`src/pkg/lscr_pkg.sv`:
```
package lscr_pkg;

  // register addresses on the two address bits of a frame
  localparam logic [1:0] LSCR_ADDR_STATUS = 2'h0;
  localparam logic [1:0] LSCR_ADDR_CONFIG = 2'h1;

  // status register bit positions
  localparam int LSCR_ST_OVERHEAT    = 0;
  localparam int LSCR_ST_SUPPLY_LOW  = 1;
  localparam int LSCR_ST_REG_UV      = 2;
  localparam int LSCR_ST_LINE_FAULT  = 3;
  localparam int LSCR_ST_LINE_INV    = 4;
  localparam int LSCR_ST_DIGITAL_LVL = 5;

  // line configuration register bit positions
  localparam int LSCR_CF_RX_DISABLE  = 1;
  localparam int LSCR_CF_SW_LEVEL    = 2;
  localparam int LSCR_CF_DRV_ENABLE  = 3;
  localparam int LSCR_CF_PUSHPULL    = 4;
  localparam int LSCR_CF_LOWSIDE     = 5;
  localparam int LSCR_CF_FILTER      = 7;
  localparam logic [7:0] LSCR_CONFIG_RESET = 8'h00;
  localparam logic [7:0] LSCR_CONFIG_MASK  = 8'hbe;

  // serial frame: command byte then data byte, msb first
  localparam int LSCR_CMD_BITS   = 8;
  localparam int LSCR_FRAME_BITS = 16;
  localparam int LSCR_CMD_READ   = 7;
  localparam int LSCR_CMD_ADDR_HI = 6;
  localparam int LSCR_CMD_ADDR_LO = 5;
  localparam logic [4:0] LSCR_CNT_CMD   = 5'h08;
  localparam logic [4:0] LSCR_CNT_FRAME = 5'h10;

  // positions of the pin inputs in the synchroniser vector
  localparam int LSCR_IN_SCLK      = 0;
  localparam int LSCR_IN_CS_N      = 1;
  localparam int LSCR_IN_SDI       = 2;
  localparam int LSCR_IN_LINE      = 3;
  localparam int LSCR_IN_DIGITAL   = 4;
  localparam int LSCR_IN_FAULT     = 5;
  localparam int LSCR_IN_REG_UV    = 6;
  localparam int LSCR_IN_SUPPLY_UV = 7;
  localparam int LSCR_IN_HOT       = 8;
  localparam int LSCR_IN_COOL      = 9;
  localparam int LSCR_IN_TRANSMIT_ENABLE_PIN      = 10;
  localparam int LSCR_IN_TX        = 11;
  localparam int LSCR_IN_PP_PIN    = 12;
  localparam int LSCR_IN_LS_PIN    = 13;
  localparam int LSCR_IN_IF_SEL    = 14;
  localparam int LSCR_IN_COUNT     = 15;
  localparam logic [LSCR_IN_COUNT-1:0] LSCR_IN_RESET = 15'h0002;

  typedef struct packed {
    logic [LSCR_IN_COUNT-1:0] s1;
    logic [LSCR_IN_COUNT-1:0] s2;
    logic [LSCR_IN_COUNT-1:0] s3;
    logic [LSCR_IN_COUNT-1:0] filt;
    logic [7:0]               config_r;
    logic                     line_fault_flag;
    logic                     regulator_undervoltage_flag;
    logic                     supply_low_flag;
    logic                     overheat_flag;
    logic                     overheat_armed;
    logic                     line_fault_state;
    logic                     supply_low_state;
    logic                     overheat_state;
    logic [4:0]               bit_cnt;
    logic [7:0]               shift_in;
    logic [7:0]               shift_out;
    logic                     rd_frame;
    logic [1:0]               addr;
    logic                     sdo;
    logic                     interrupt_out_n;
    logic                     undervoltage_out;
    logic                     receive_out;
    logic                     logic_input_out;
    logic                     driver_on;
    logic                     drive_level;
    logic                     pushpull;
    logic                     lowside;
    logic                     filter_select;
  } lscr_state_t;

endpackage

```
`src/rtl/lscr_line_status_config.sv`:
```
`timescale 1ns/10ps
module lscr_line_status_config
  import lscr_pkg::*;
(
  // clock and reset
  input  wire logic core_clk,
  input  wire logic reset,
  // serial register port
  input  wire logic serial_clk,
  input  wire logic serial_cs_n,
  input  wire logic serial_din,
  output logic      serial_dout,
  // analog comparator results and the regulator monitor enable
  input  wire logic line_high_in,
  input  wire logic digital_high_in,
  input  wire logic line_fault_in,
  input  wire logic regulator_low_in,
  input  wire logic supply_low_in,
  input  wire logic die_hot_in,
  input  wire logic die_cool_in,
  input  wire logic regulator_monitor_enable,
  // transmit and configuration pins
  input  wire logic transmit_enable_pin,
  input  wire logic transmit_in,
  input  wire logic line_pushpull_pin,
  input  wire logic line_lowside_pin,
  input  wire logic interface_select_pin,
  // status and control outputs
  output logic      interrupt_out_n,
  output logic      undervoltage_out,
  output logic      receive_out,
  output logic      logic_input_out,
  output logic      line_fault_state,
  output logic      supply_low_state,
  output logic      overheat_state,
  output logic      line_driver_on,
  output logic      line_drive_level,
  output logic      line_pushpull_select,
  output logic      line_lowside_select,
  output logic      filter_select
);
  import lscr_pkg::*;

  lscr_state_t st_reg;
  lscr_state_t st_next;

  logic [LSCR_IN_COUNT-1:0] pins;
  logic [LSCR_IN_COUNT-1:0] filt_next;

  assign pins[LSCR_IN_SCLK]      = serial_clk;
  assign pins[LSCR_IN_CS_N]      = serial_cs_n;
  assign pins[LSCR_IN_SDI]       = serial_din;
  assign pins[LSCR_IN_LINE]      = line_high_in;
  assign pins[LSCR_IN_DIGITAL]   = digital_high_in;
  assign pins[LSCR_IN_FAULT]     = line_fault_in;
  assign pins[LSCR_IN_REG_UV]    = regulator_low_in;
  assign pins[LSCR_IN_SUPPLY_UV] = supply_low_in;
  assign pins[LSCR_IN_HOT]       = die_hot_in;
  assign pins[LSCR_IN_COOL]      = die_cool_in;
  assign pins[LSCR_IN_TRANSMIT_ENABLE_PIN]      = transmit_enable_pin;
  assign pins[LSCR_IN_TX]        = transmit_in;
  assign pins[LSCR_IN_PP_PIN]    = line_pushpull_pin;
  assign pins[LSCR_IN_LS_PIN]    = line_lowside_pin;
  assign pins[LSCR_IN_IF_SEL]    = interface_select_pin;

  // a pin change counts only once stages two and three agree
  genvar gi;
  generate
    for (gi = 0; gi < LSCR_IN_COUNT; gi = gi + 1) begin : g_sync
      assign filt_next[gi] = (st_reg.s2[gi] == st_reg.s3[gi]) ?
                             st_reg.s3[gi] : st_reg.filt[gi];
    end
  endgenerate

  logic sclk_rise;
  logic sclk_fall;
  logic frame_on;
  logic serial_mode;
  logic status_read;
  logic [7:0] status_word;
  logic [7:0] cfg_eff;
  logic [7:0] cmd;
  logic irq_any;
  // frame milestones
  logic cmd_done;
  logic data_done;
  logic sdo_step;
  // set and clear terms of the sticky flags
  logic fault_set;
  logic reg_uv_set;
  logic supply_set;
  logic hot_set;
  logic read_clear;
  // interrupt sources, regulator one gated by its monitor enable
  logic irq_fault;
  logic irq_supply;
  logic irq_hot;
  logic irq_reg_uv;
  // effective line configuration after the pin mode override
  logic eff_rx_disable;
  logic eff_sw_level;
  logic eff_drv_enable;
  logic eff_pushpull;
  logic eff_lowside;
  logic eff_filter;


  always_comb begin
    st_next      = st_reg;
    st_next.s1   = pins;
    st_next.s2   = st_reg.s1;
    st_next.s3   = st_reg.s2;
    st_next.filt = filt_next;

    serial_mode = st_reg.filt[LSCR_IN_IF_SEL];
    frame_on    = ~st_reg.filt[LSCR_IN_CS_N] & serial_mode;
    sclk_rise   = filt_next[LSCR_IN_SCLK] & ~st_reg.filt[LSCR_IN_SCLK];
    sclk_fall   = ~filt_next[LSCR_IN_SCLK] & st_reg.filt[LSCR_IN_SCLK];
    cmd         = {st_reg.shift_in[6:0], st_reg.filt[LSCR_IN_SDI]};

    // milestones of the 16-bit frame
    cmd_done    = frame_on & sclk_rise &
                  (st_reg.bit_cnt == LSCR_CNT_CMD - 5'h01);
    data_done   = frame_on & sclk_rise &
                  (st_reg.bit_cnt == LSCR_CNT_FRAME - 5'h01);
    sdo_step    = frame_on & sclk_fall & (st_reg.bit_cnt >= LSCR_CNT_CMD);

    status_word = 8'h00;
    status_word[LSCR_ST_OVERHEAT]    = st_reg.overheat_flag;
    status_word[LSCR_ST_SUPPLY_LOW]  = st_reg.supply_low_flag;
    status_word[LSCR_ST_REG_UV]      = st_reg.regulator_undervoltage_flag;
    status_word[LSCR_ST_LINE_FAULT]  = st_reg.line_fault_flag;
    status_word[LSCR_ST_LINE_INV]    = ~st_reg.filt[LSCR_IN_LINE];
    status_word[LSCR_ST_DIGITAL_LVL] = st_reg.filt[LSCR_IN_DIGITAL];

    // serial framing: sample on rising edge, shift out on falling edge
    // a frame cut short drops its write; bits past sixteen are ignored
    status_read = 1'b0;
    if (!frame_on) begin
      st_next.bit_cnt   = 5'h00;
      st_next.rd_frame  = 1'b0;
      st_next.shift_out = 8'h00;
    end else begin
      if (sclk_rise && st_reg.bit_cnt != LSCR_CNT_FRAME) begin
        st_next.shift_in = cmd;
        st_next.bit_cnt  = st_reg.bit_cnt + 5'h01;
        if (cmd_done) begin
          st_next.rd_frame = cmd[LSCR_CMD_READ];
          st_next.addr     = cmd[LSCR_CMD_ADDR_HI:LSCR_CMD_ADDR_LO];
          if (cmd[LSCR_CMD_READ]) begin
            case (cmd[LSCR_CMD_ADDR_HI:LSCR_CMD_ADDR_LO])
              LSCR_ADDR_STATUS: begin
                st_next.shift_out = status_word;
                status_read       = 1'b1;
              end
              LSCR_ADDR_CONFIG: st_next.shift_out = st_reg.config_r;
              default:          st_next.shift_out = 8'h00;
            endcase
          end
        end
        if (data_done && !st_reg.rd_frame &&
            st_reg.addr == LSCR_ADDR_CONFIG) begin
          st_next.config_r = cmd & LSCR_CONFIG_MASK;
        end
      end
      if (sdo_step) begin
        st_next.sdo       = st_reg.shift_out[7];
        st_next.shift_out = {st_reg.shift_out[6:0], 1'b0};
      end
    end
    if (!frame_on) begin
      st_next.sdo = 1'b0;
    end

    // fault and supply state bits follow their detectors; overheat state sets on hot, clears on cool
    st_next.line_fault_state = st_reg.filt[LSCR_IN_FAULT];
    st_next.supply_low_state = st_reg.filt[LSCR_IN_SUPPLY_UV];
    if (st_reg.filt[LSCR_IN_HOT]) begin
      st_next.overheat_state = 1'b1;
    end else if (st_reg.filt[LSCR_IN_COOL]) begin
      st_next.overheat_state = 1'b0;
    end

    // set terms come straight from the synchronised detectors, except hot_set: overheat_state gated by overheat_armed
    fault_set  = st_reg.filt[LSCR_IN_FAULT];
    reg_uv_set = st_reg.filt[LSCR_IN_REG_UV];
    supply_set = st_reg.filt[LSCR_IN_SUPPLY_UV];
    hot_set    = st_reg.overheat_state & st_reg.overheat_armed;
    read_clear = status_read;

    // set wins over a read clear so a persisting fault stays visible
    if (fault_set) begin
      st_next.line_fault_flag = 1'b1;
    end else if (read_clear) begin
      st_next.line_fault_flag = 1'b0;
    end
    if (reg_uv_set) begin
      st_next.regulator_undervoltage_flag = 1'b1;
    end else if (read_clear) begin
      st_next.regulator_undervoltage_flag = 1'b0;
    end
    if (supply_set) begin
      st_next.supply_low_flag = 1'b1;
    end else if (read_clear) begin
      st_next.supply_low_flag = 1'b0;
    end

    // a read disarms only once it has shown the overheat flag, so a
    // warning that rises in the read cycle is not lost; the flag then
    // stays down until the die has cooled
    if (!st_reg.overheat_state) begin
      st_next.overheat_armed = 1'b1;
    end else if (read_clear && st_reg.overheat_flag) begin
      st_next.overheat_armed = 1'b0;
    end
    if (read_clear && st_reg.overheat_flag) begin
      st_next.overheat_flag = 1'b0;
    end else if (hot_set) begin
      st_next.overheat_flag = 1'b1;
    end

    // monitor enable is a same-clock input, read without a synchroniser
    irq_fault  = st_next.line_fault_flag;
    irq_supply = st_next.supply_low_flag;
    irq_hot    = st_next.overheat_flag;
    irq_reg_uv = st_next.regulator_undervoltage_flag &
                 regulator_monitor_enable;
    irq_any    = irq_fault | irq_supply | irq_hot | irq_reg_uv;
    st_next.interrupt_out_n  = ~irq_any;
    st_next.undervoltage_out = regulator_monitor_enable &
                               st_next.regulator_undervoltage_flag &
                               st_reg.filt[LSCR_IN_REG_UV];

    // parallel pin mode overrides the configuration register
    if (serial_mode) begin
      cfg_eff = st_reg.config_r;
    end else begin
      cfg_eff = 8'h00;
      cfg_eff[LSCR_CF_PUSHPULL] = st_reg.filt[LSCR_IN_PP_PIN];
      cfg_eff[LSCR_CF_LOWSIDE]  = st_reg.filt[LSCR_IN_LS_PIN];
    end

    eff_rx_disable = cfg_eff[LSCR_CF_RX_DISABLE];
    eff_sw_level   = cfg_eff[LSCR_CF_SW_LEVEL];
    eff_drv_enable = cfg_eff[LSCR_CF_DRV_ENABLE];
    eff_pushpull   = cfg_eff[LSCR_CF_PUSHPULL];
    eff_lowside    = cfg_eff[LSCR_CF_LOWSIDE];
    eff_filter     = cfg_eff[LSCR_CF_FILTER];

    // the level bit in status keeps tracking while receive is forced
    st_next.receive_out = eff_rx_disable |
                          ~st_reg.filt[LSCR_IN_LINE];
    st_next.logic_input_out = ~st_reg.filt[LSCR_IN_DIGITAL];
    st_next.driver_on = st_reg.filt[LSCR_IN_TRANSMIT_ENABLE_PIN] |
                        eff_drv_enable;
    // with level bit 0 the tx pin alone sets the line
    st_next.drive_level = eff_sw_level |
                          ~st_reg.filt[LSCR_IN_TX];
    // topology only matters to the driver stage; both kept as set
    st_next.pushpull      = eff_pushpull;
    st_next.lowside       = eff_lowside;
    // one corner for line and digital receivers alike
    st_next.filter_select = eff_filter;

    // all fields spelled out so the reset image reads in one place
    if (reset) begin
      st_next.s1       = LSCR_IN_RESET;
      st_next.s2       = LSCR_IN_RESET;
      st_next.s3       = LSCR_IN_RESET;
      st_next.filt     = LSCR_IN_RESET;
      st_next.config_r = LSCR_CONFIG_RESET;
      st_next.line_fault_flag             = 1'b0;
      st_next.regulator_undervoltage_flag = 1'b0;
      st_next.supply_low_flag             = 1'b0;
      st_next.overheat_flag               = 1'b0;
      st_next.overheat_armed              = 1'b1;
      st_next.line_fault_state            = 1'b0;
      st_next.supply_low_state            = 1'b0;
      st_next.overheat_state              = 1'b0;
      st_next.bit_cnt                     = 5'h00;
      st_next.shift_in                    = 8'h00;
      st_next.shift_out                   = 8'h00;
      st_next.rd_frame                    = 1'b0;
      st_next.addr                        = 2'h0;
      st_next.sdo                         = 1'b0;
      st_next.interrupt_out_n             = 1'b1;
      st_next.undervoltage_out            = 1'b0;
      st_next.receive_out                 = 1'b1;
      st_next.logic_input_out             = 1'b1;
      st_next.driver_on                   = 1'b0;
      st_next.drive_level                 = 1'b1;
      st_next.pushpull                    = 1'b0;
      st_next.lowside                     = 1'b0;
      st_next.filter_select               = 1'b0;
    end
  end

  // one register stage holds the whole state
  always_ff @(posedge core_clk) begin
    st_reg <= st_next;
  end

  assign serial_dout          = st_reg.sdo;
  assign interrupt_out_n      = st_reg.interrupt_out_n;
  assign undervoltage_out     = st_reg.undervoltage_out;
  assign receive_out          = st_reg.receive_out;
  assign logic_input_out      = st_reg.logic_input_out;
  assign line_fault_state     = st_reg.line_fault_state;
  assign supply_low_state     = st_reg.supply_low_state;
  assign overheat_state       = st_reg.overheat_state;
  assign line_driver_on       = st_reg.driver_on;
  assign line_drive_level     = st_reg.drive_level;
  assign line_pushpull_select = st_reg.pushpull;
  assign line_lowside_select  = st_reg.lowside;
  assign filter_select        = st_reg.filter_select;

endmodule

```
`config.mk`:
```
export PLATFORM = sky130hd
export DESIGN_NAME = lscr_line_status_config
export DESIGN_NICKNAME = d
export VERILOG_FILES = /design/src/pkg/lscr_pkg.sv /design/src/rtl/lscr_line_status_config.sv
export SDC_FILE = /design/constraint.sdc
export NUM_CORES = 1
export LEC_CHECK = 0
export ABC_AREA = 1
export BUFFER_PORTS_ARGS = -buffer_cell sky130_fd_sc_hd__buf_2
export CAP_MARGIN = 20
export CORE_ASPECT_RATIO = 0.5
export CORE_MARGIN = 2
export CORE_UTILIZATION = 58
export CTS_CLUSTER_DIAMETER = 60
export DETAILED_ROUTE_END_ITERATION = 7
export PLACE_DENSITY = 0.78
export SLEW_MARGIN = 30
export SYNTH_ARGS = -nofsm -noshare
export SYNTH_HDL_FRONTEND = slang
export SYNTH_SLANG_ARGS = --single-unit
export TNS_END_PERCENT = 10
```
`constraint.sdc`:
```
create_clock -name core_clk -period 1.7 [get_ports core_clk]
set_clock_uncertainty 0.05 [all_clocks]
set_input_delay 0.255 -clock core_clk [delete_from_list [all_inputs] [get_ports core_clk]]
set_output_delay 0.255 -clock core_clk [all_outputs]
set_load 0.1 [all_outputs]
```
==> metrics.md <==
| Metric | Value |
|---|---|
| Register area share after synthesis | `58.2%` |
| Setup crit start kind | `flip-flop` |
| CP Data Arrival Time | `around 1800 ps` |
| GRT overflow | `0` |
| Initial DRC Count | `117` |
| Mapped Cells | `between 400 and 500` |
| R2R Path End | `st_reg[47]` |
| CTS max path bufs | `2` |
| Rows | `20` |
| Clock sink total | `107` |
| CTS clk-pin slew, worst paths | `70 ps` |
| Antenna Cells | `0` |
| Latest clock arrival within the worst-skew pair | `340 ps` |
| Max Cap Viol | `0` |
| Die Ht | `a little over 60 um` |
| Mean Syn Cell Area | `roughly 8.2 um2` |
| Post-Route WL | `6520 um` |
| Core area | `about 6100 um2` |
| Proportion of layout cells with a drive suffix above 1 | `between 10% and 20%` |
| Total GRT Usage | `between 20% and 30%` |
| Reg2reg setup slack | `slightly below 90 ps` |
| Number of global-route vias before repair | `2265` |
| Netlist cell types | `26` |
| Die width | `117 um` |
| Vias per cell | `around 4.7` |
| Pwr Density | `about 1100 nW/um2` |
| Reg2Reg Depth | `8` |
| Required @ worst endpoint | `1890 ps` |
| Wirelength per Cell | `11.2 um` |
| Setup crit end kind | `flip-flop` |
| CTS H-tree depth | `3` |
| Vias post-DR | `2747` |
| Leading cell type in the layout, fill and taps excluded | `dfxtp_1` |
| Layout area overhead | `16.6%` |
| Syn_nets | `approximately 470` |
| Register bit count reported by yosys | `between 100 and 150` |
| Max Clk Rate | `620 MHz` |
| Final Hold Viols | `0` |
| Multi-input logic area | `1280 um2` |
| Synth Cell Area | `3680 um2` |
| Largest register FFs | `83` |
| TritonCTS clock tree | `built` |
| CP cell instances | `inv_1 -> ha_1 -> nand4_1 -> nand2_2 -> nor2_4 -> nand2_8 -> o21ai_1 -> nor2_1` |
| Post-Layout Inst Area | `4300 um2` |
| Warnings, synthesis | `0` |
| CP max FO | `9` |
| DRC | `0` |
| P_leak | `1.79 nW` |
| Final setup fails | `0` |
| RSZ-0062 raised after global routing | `yes` |
| # fillers | `502` |
| Fin. max-slew vios | `0` |
| Crit-path slowest cell | `dfxtp_2` |
| Initial Util | `60.3%` |
| Max incr delay on CP | `340 ps` |
| Total CTS buffers | `9` |
| GRT met1 Usage | `28.1%` |
| Start point of the critical path | `st_reg[29]` |
| Crit path buf inv count | `1` |
| Clock root cell | `clkbuf_16` |
| IO Port Bufs | `30` |
| Busiest grt layer | `met2` |
| Maximum number of pins on one net before global-route repair | `38` |
| Slew headroom | `66.6%` |
| Gp weighted congestion | `0.934` |
| WS Path Type | `reg -> reg` |
| VDD IR max | `0.786 mV` |
| Worst min path class | `in -> reg` |
| Met3 Use GR | `7.79%` |
| Utilization after layout | `70.4%` |
| Status | `finished clean` |
| Commonest non-fill, non-tap cells in the layout | `105 x dfxtp_1, 86 x nor2_1, 69 x inv_1, 45 x nand2_1, 41 x a21oi_1` |
| Antenna violations before repair | `0` |
| Kind of cell adding the most delay to the critical path | `simple AND/OR/NAND/NOR gates` |
| Flip-flop and latch area | `2140 um2` |
| Cell depth of the worst setup path | `8` |
| Worst-Margin Slew | `504 ps` |
| Placed cell areas | `3960 um2` |
| # hold bufs at CTS | `0` |
| Drt pass-1 iters | `4` |
| RR Startpoint | `st_reg[29]` |
| Minimum clock period | `roughly 1600 ps` |
| DIE AREA | `7040 um2` |
| First-pass GRT wire length | `10400 um` |
| Part of the cycle the worst path needs | `94.9%` |
| Dpl hpwl | `about 4500 um` |
| Detail Route Antenna Nets | `0` |
| Crit path to | `st_reg[47]` |
| GR Util met2 | `28.2%` |
| Top Ports | `31` |
| Fin nets | `509` |
==> where the power goes <==
part | internal [W] | switching (W)
Combinational | 0.0000458 | 0.0000739
Sequential | 0.00255 | 0.0000184
Clock | 0.00104 | 0.000869
==> cell usage after synthesis <==
master	count	area, um2
a211oi_1	5	37.5
a21oi_1	41	205
and2_1	2	12.5
buf_1	4	15.0
buf_2	2	10.0
clkbuf_1	4	15.0
dfxtp_1	107	2140
ha_1	3	37.5
inv_1	69	259
inv_2	3	11.3
nand2_1	46	173
nand2_2	3	18.8
nand2_4	2	22.5
nand3_1	22	110
nand3b_1	1	7.51
nand4_1	1	6.26
nor2_1	87	327
nor2_2	1	6.26
nor2_4	2	22.5
nor3_1	2	10.0
nor3_4	1	16.3
o21a_1	4	30.0
o21a_2	1	8.76
o21ai_0	31	155
o22ai_1	1	6.26
or2_2	3	18.8
==> how the worst min path moves through the flow <==
stage | to | start | cells past startpoint | slack [ps]
global route | st_reg[96] | serial_cs_n | 2 | 30
finish | st_reg[96] | serial_cs_n | 2 | 50
floorplan | st_reg[96] | serial_cs_n | 1 | 310
global placement | st_reg[83] | st_reg[98] | 2 | 340
detailed placement | st_reg[89] | st_reg[104] | 2 | 340
CTS | st_reg[96] | serial_cs_n | 2 | 30
==> layout make-up <==
class                      count  area share, %
sequential                   107           49.9
multi-input combinational    259           29.7
inverter                      72           6.35
clock buffer                  11           5.65
timing repair buffer          39           5.07
tap                           88           2.56
clock inverter                 4          0.728
==> kinds of logic (layout without fill, tap and decap cells) <==
group | Yosys count | in the layout | synth area share (%)
compound gates | 83 | 83 | 12.0
buf+inv | 82 | 126 | 8.42
simple gates | 173 | 173 | 20.4
fa+ha+maj | 3 | 3 | 1.02
flops | 107 | 107 | 58.2
==> through the flow <==
step                cells  worst slack (ps)  TNS (ps)  power [W]  hold WS (ps)
floorplan             448               154         0    0.00270           309
finish                580              86.6         0    0.00460          45.8
global placement      563              78.1         0    0.00274           339
CTS                   578              34.7         0    0.00464          30.7
global route          580             -65.3      -245    0.00478          28.8
detailed placement    563              52.9         0    0.00274           343
==> per-layer routing <==
metal | part of all wire (%) | vias up
li1 | - | 1479
met1 | 51 | 1208
met2 | 43 | 58
met3 | 6.4 | 2
met4 | 0.44 | 0
met5 | 0 | -
==> timing repair <==
action / CTS / global route
gates resized for setup: 0 / 19
endpoints found under the setup margin: 0 / 6
buffers inserted: 0 / 2
Power figures use the tool's default switching activity.
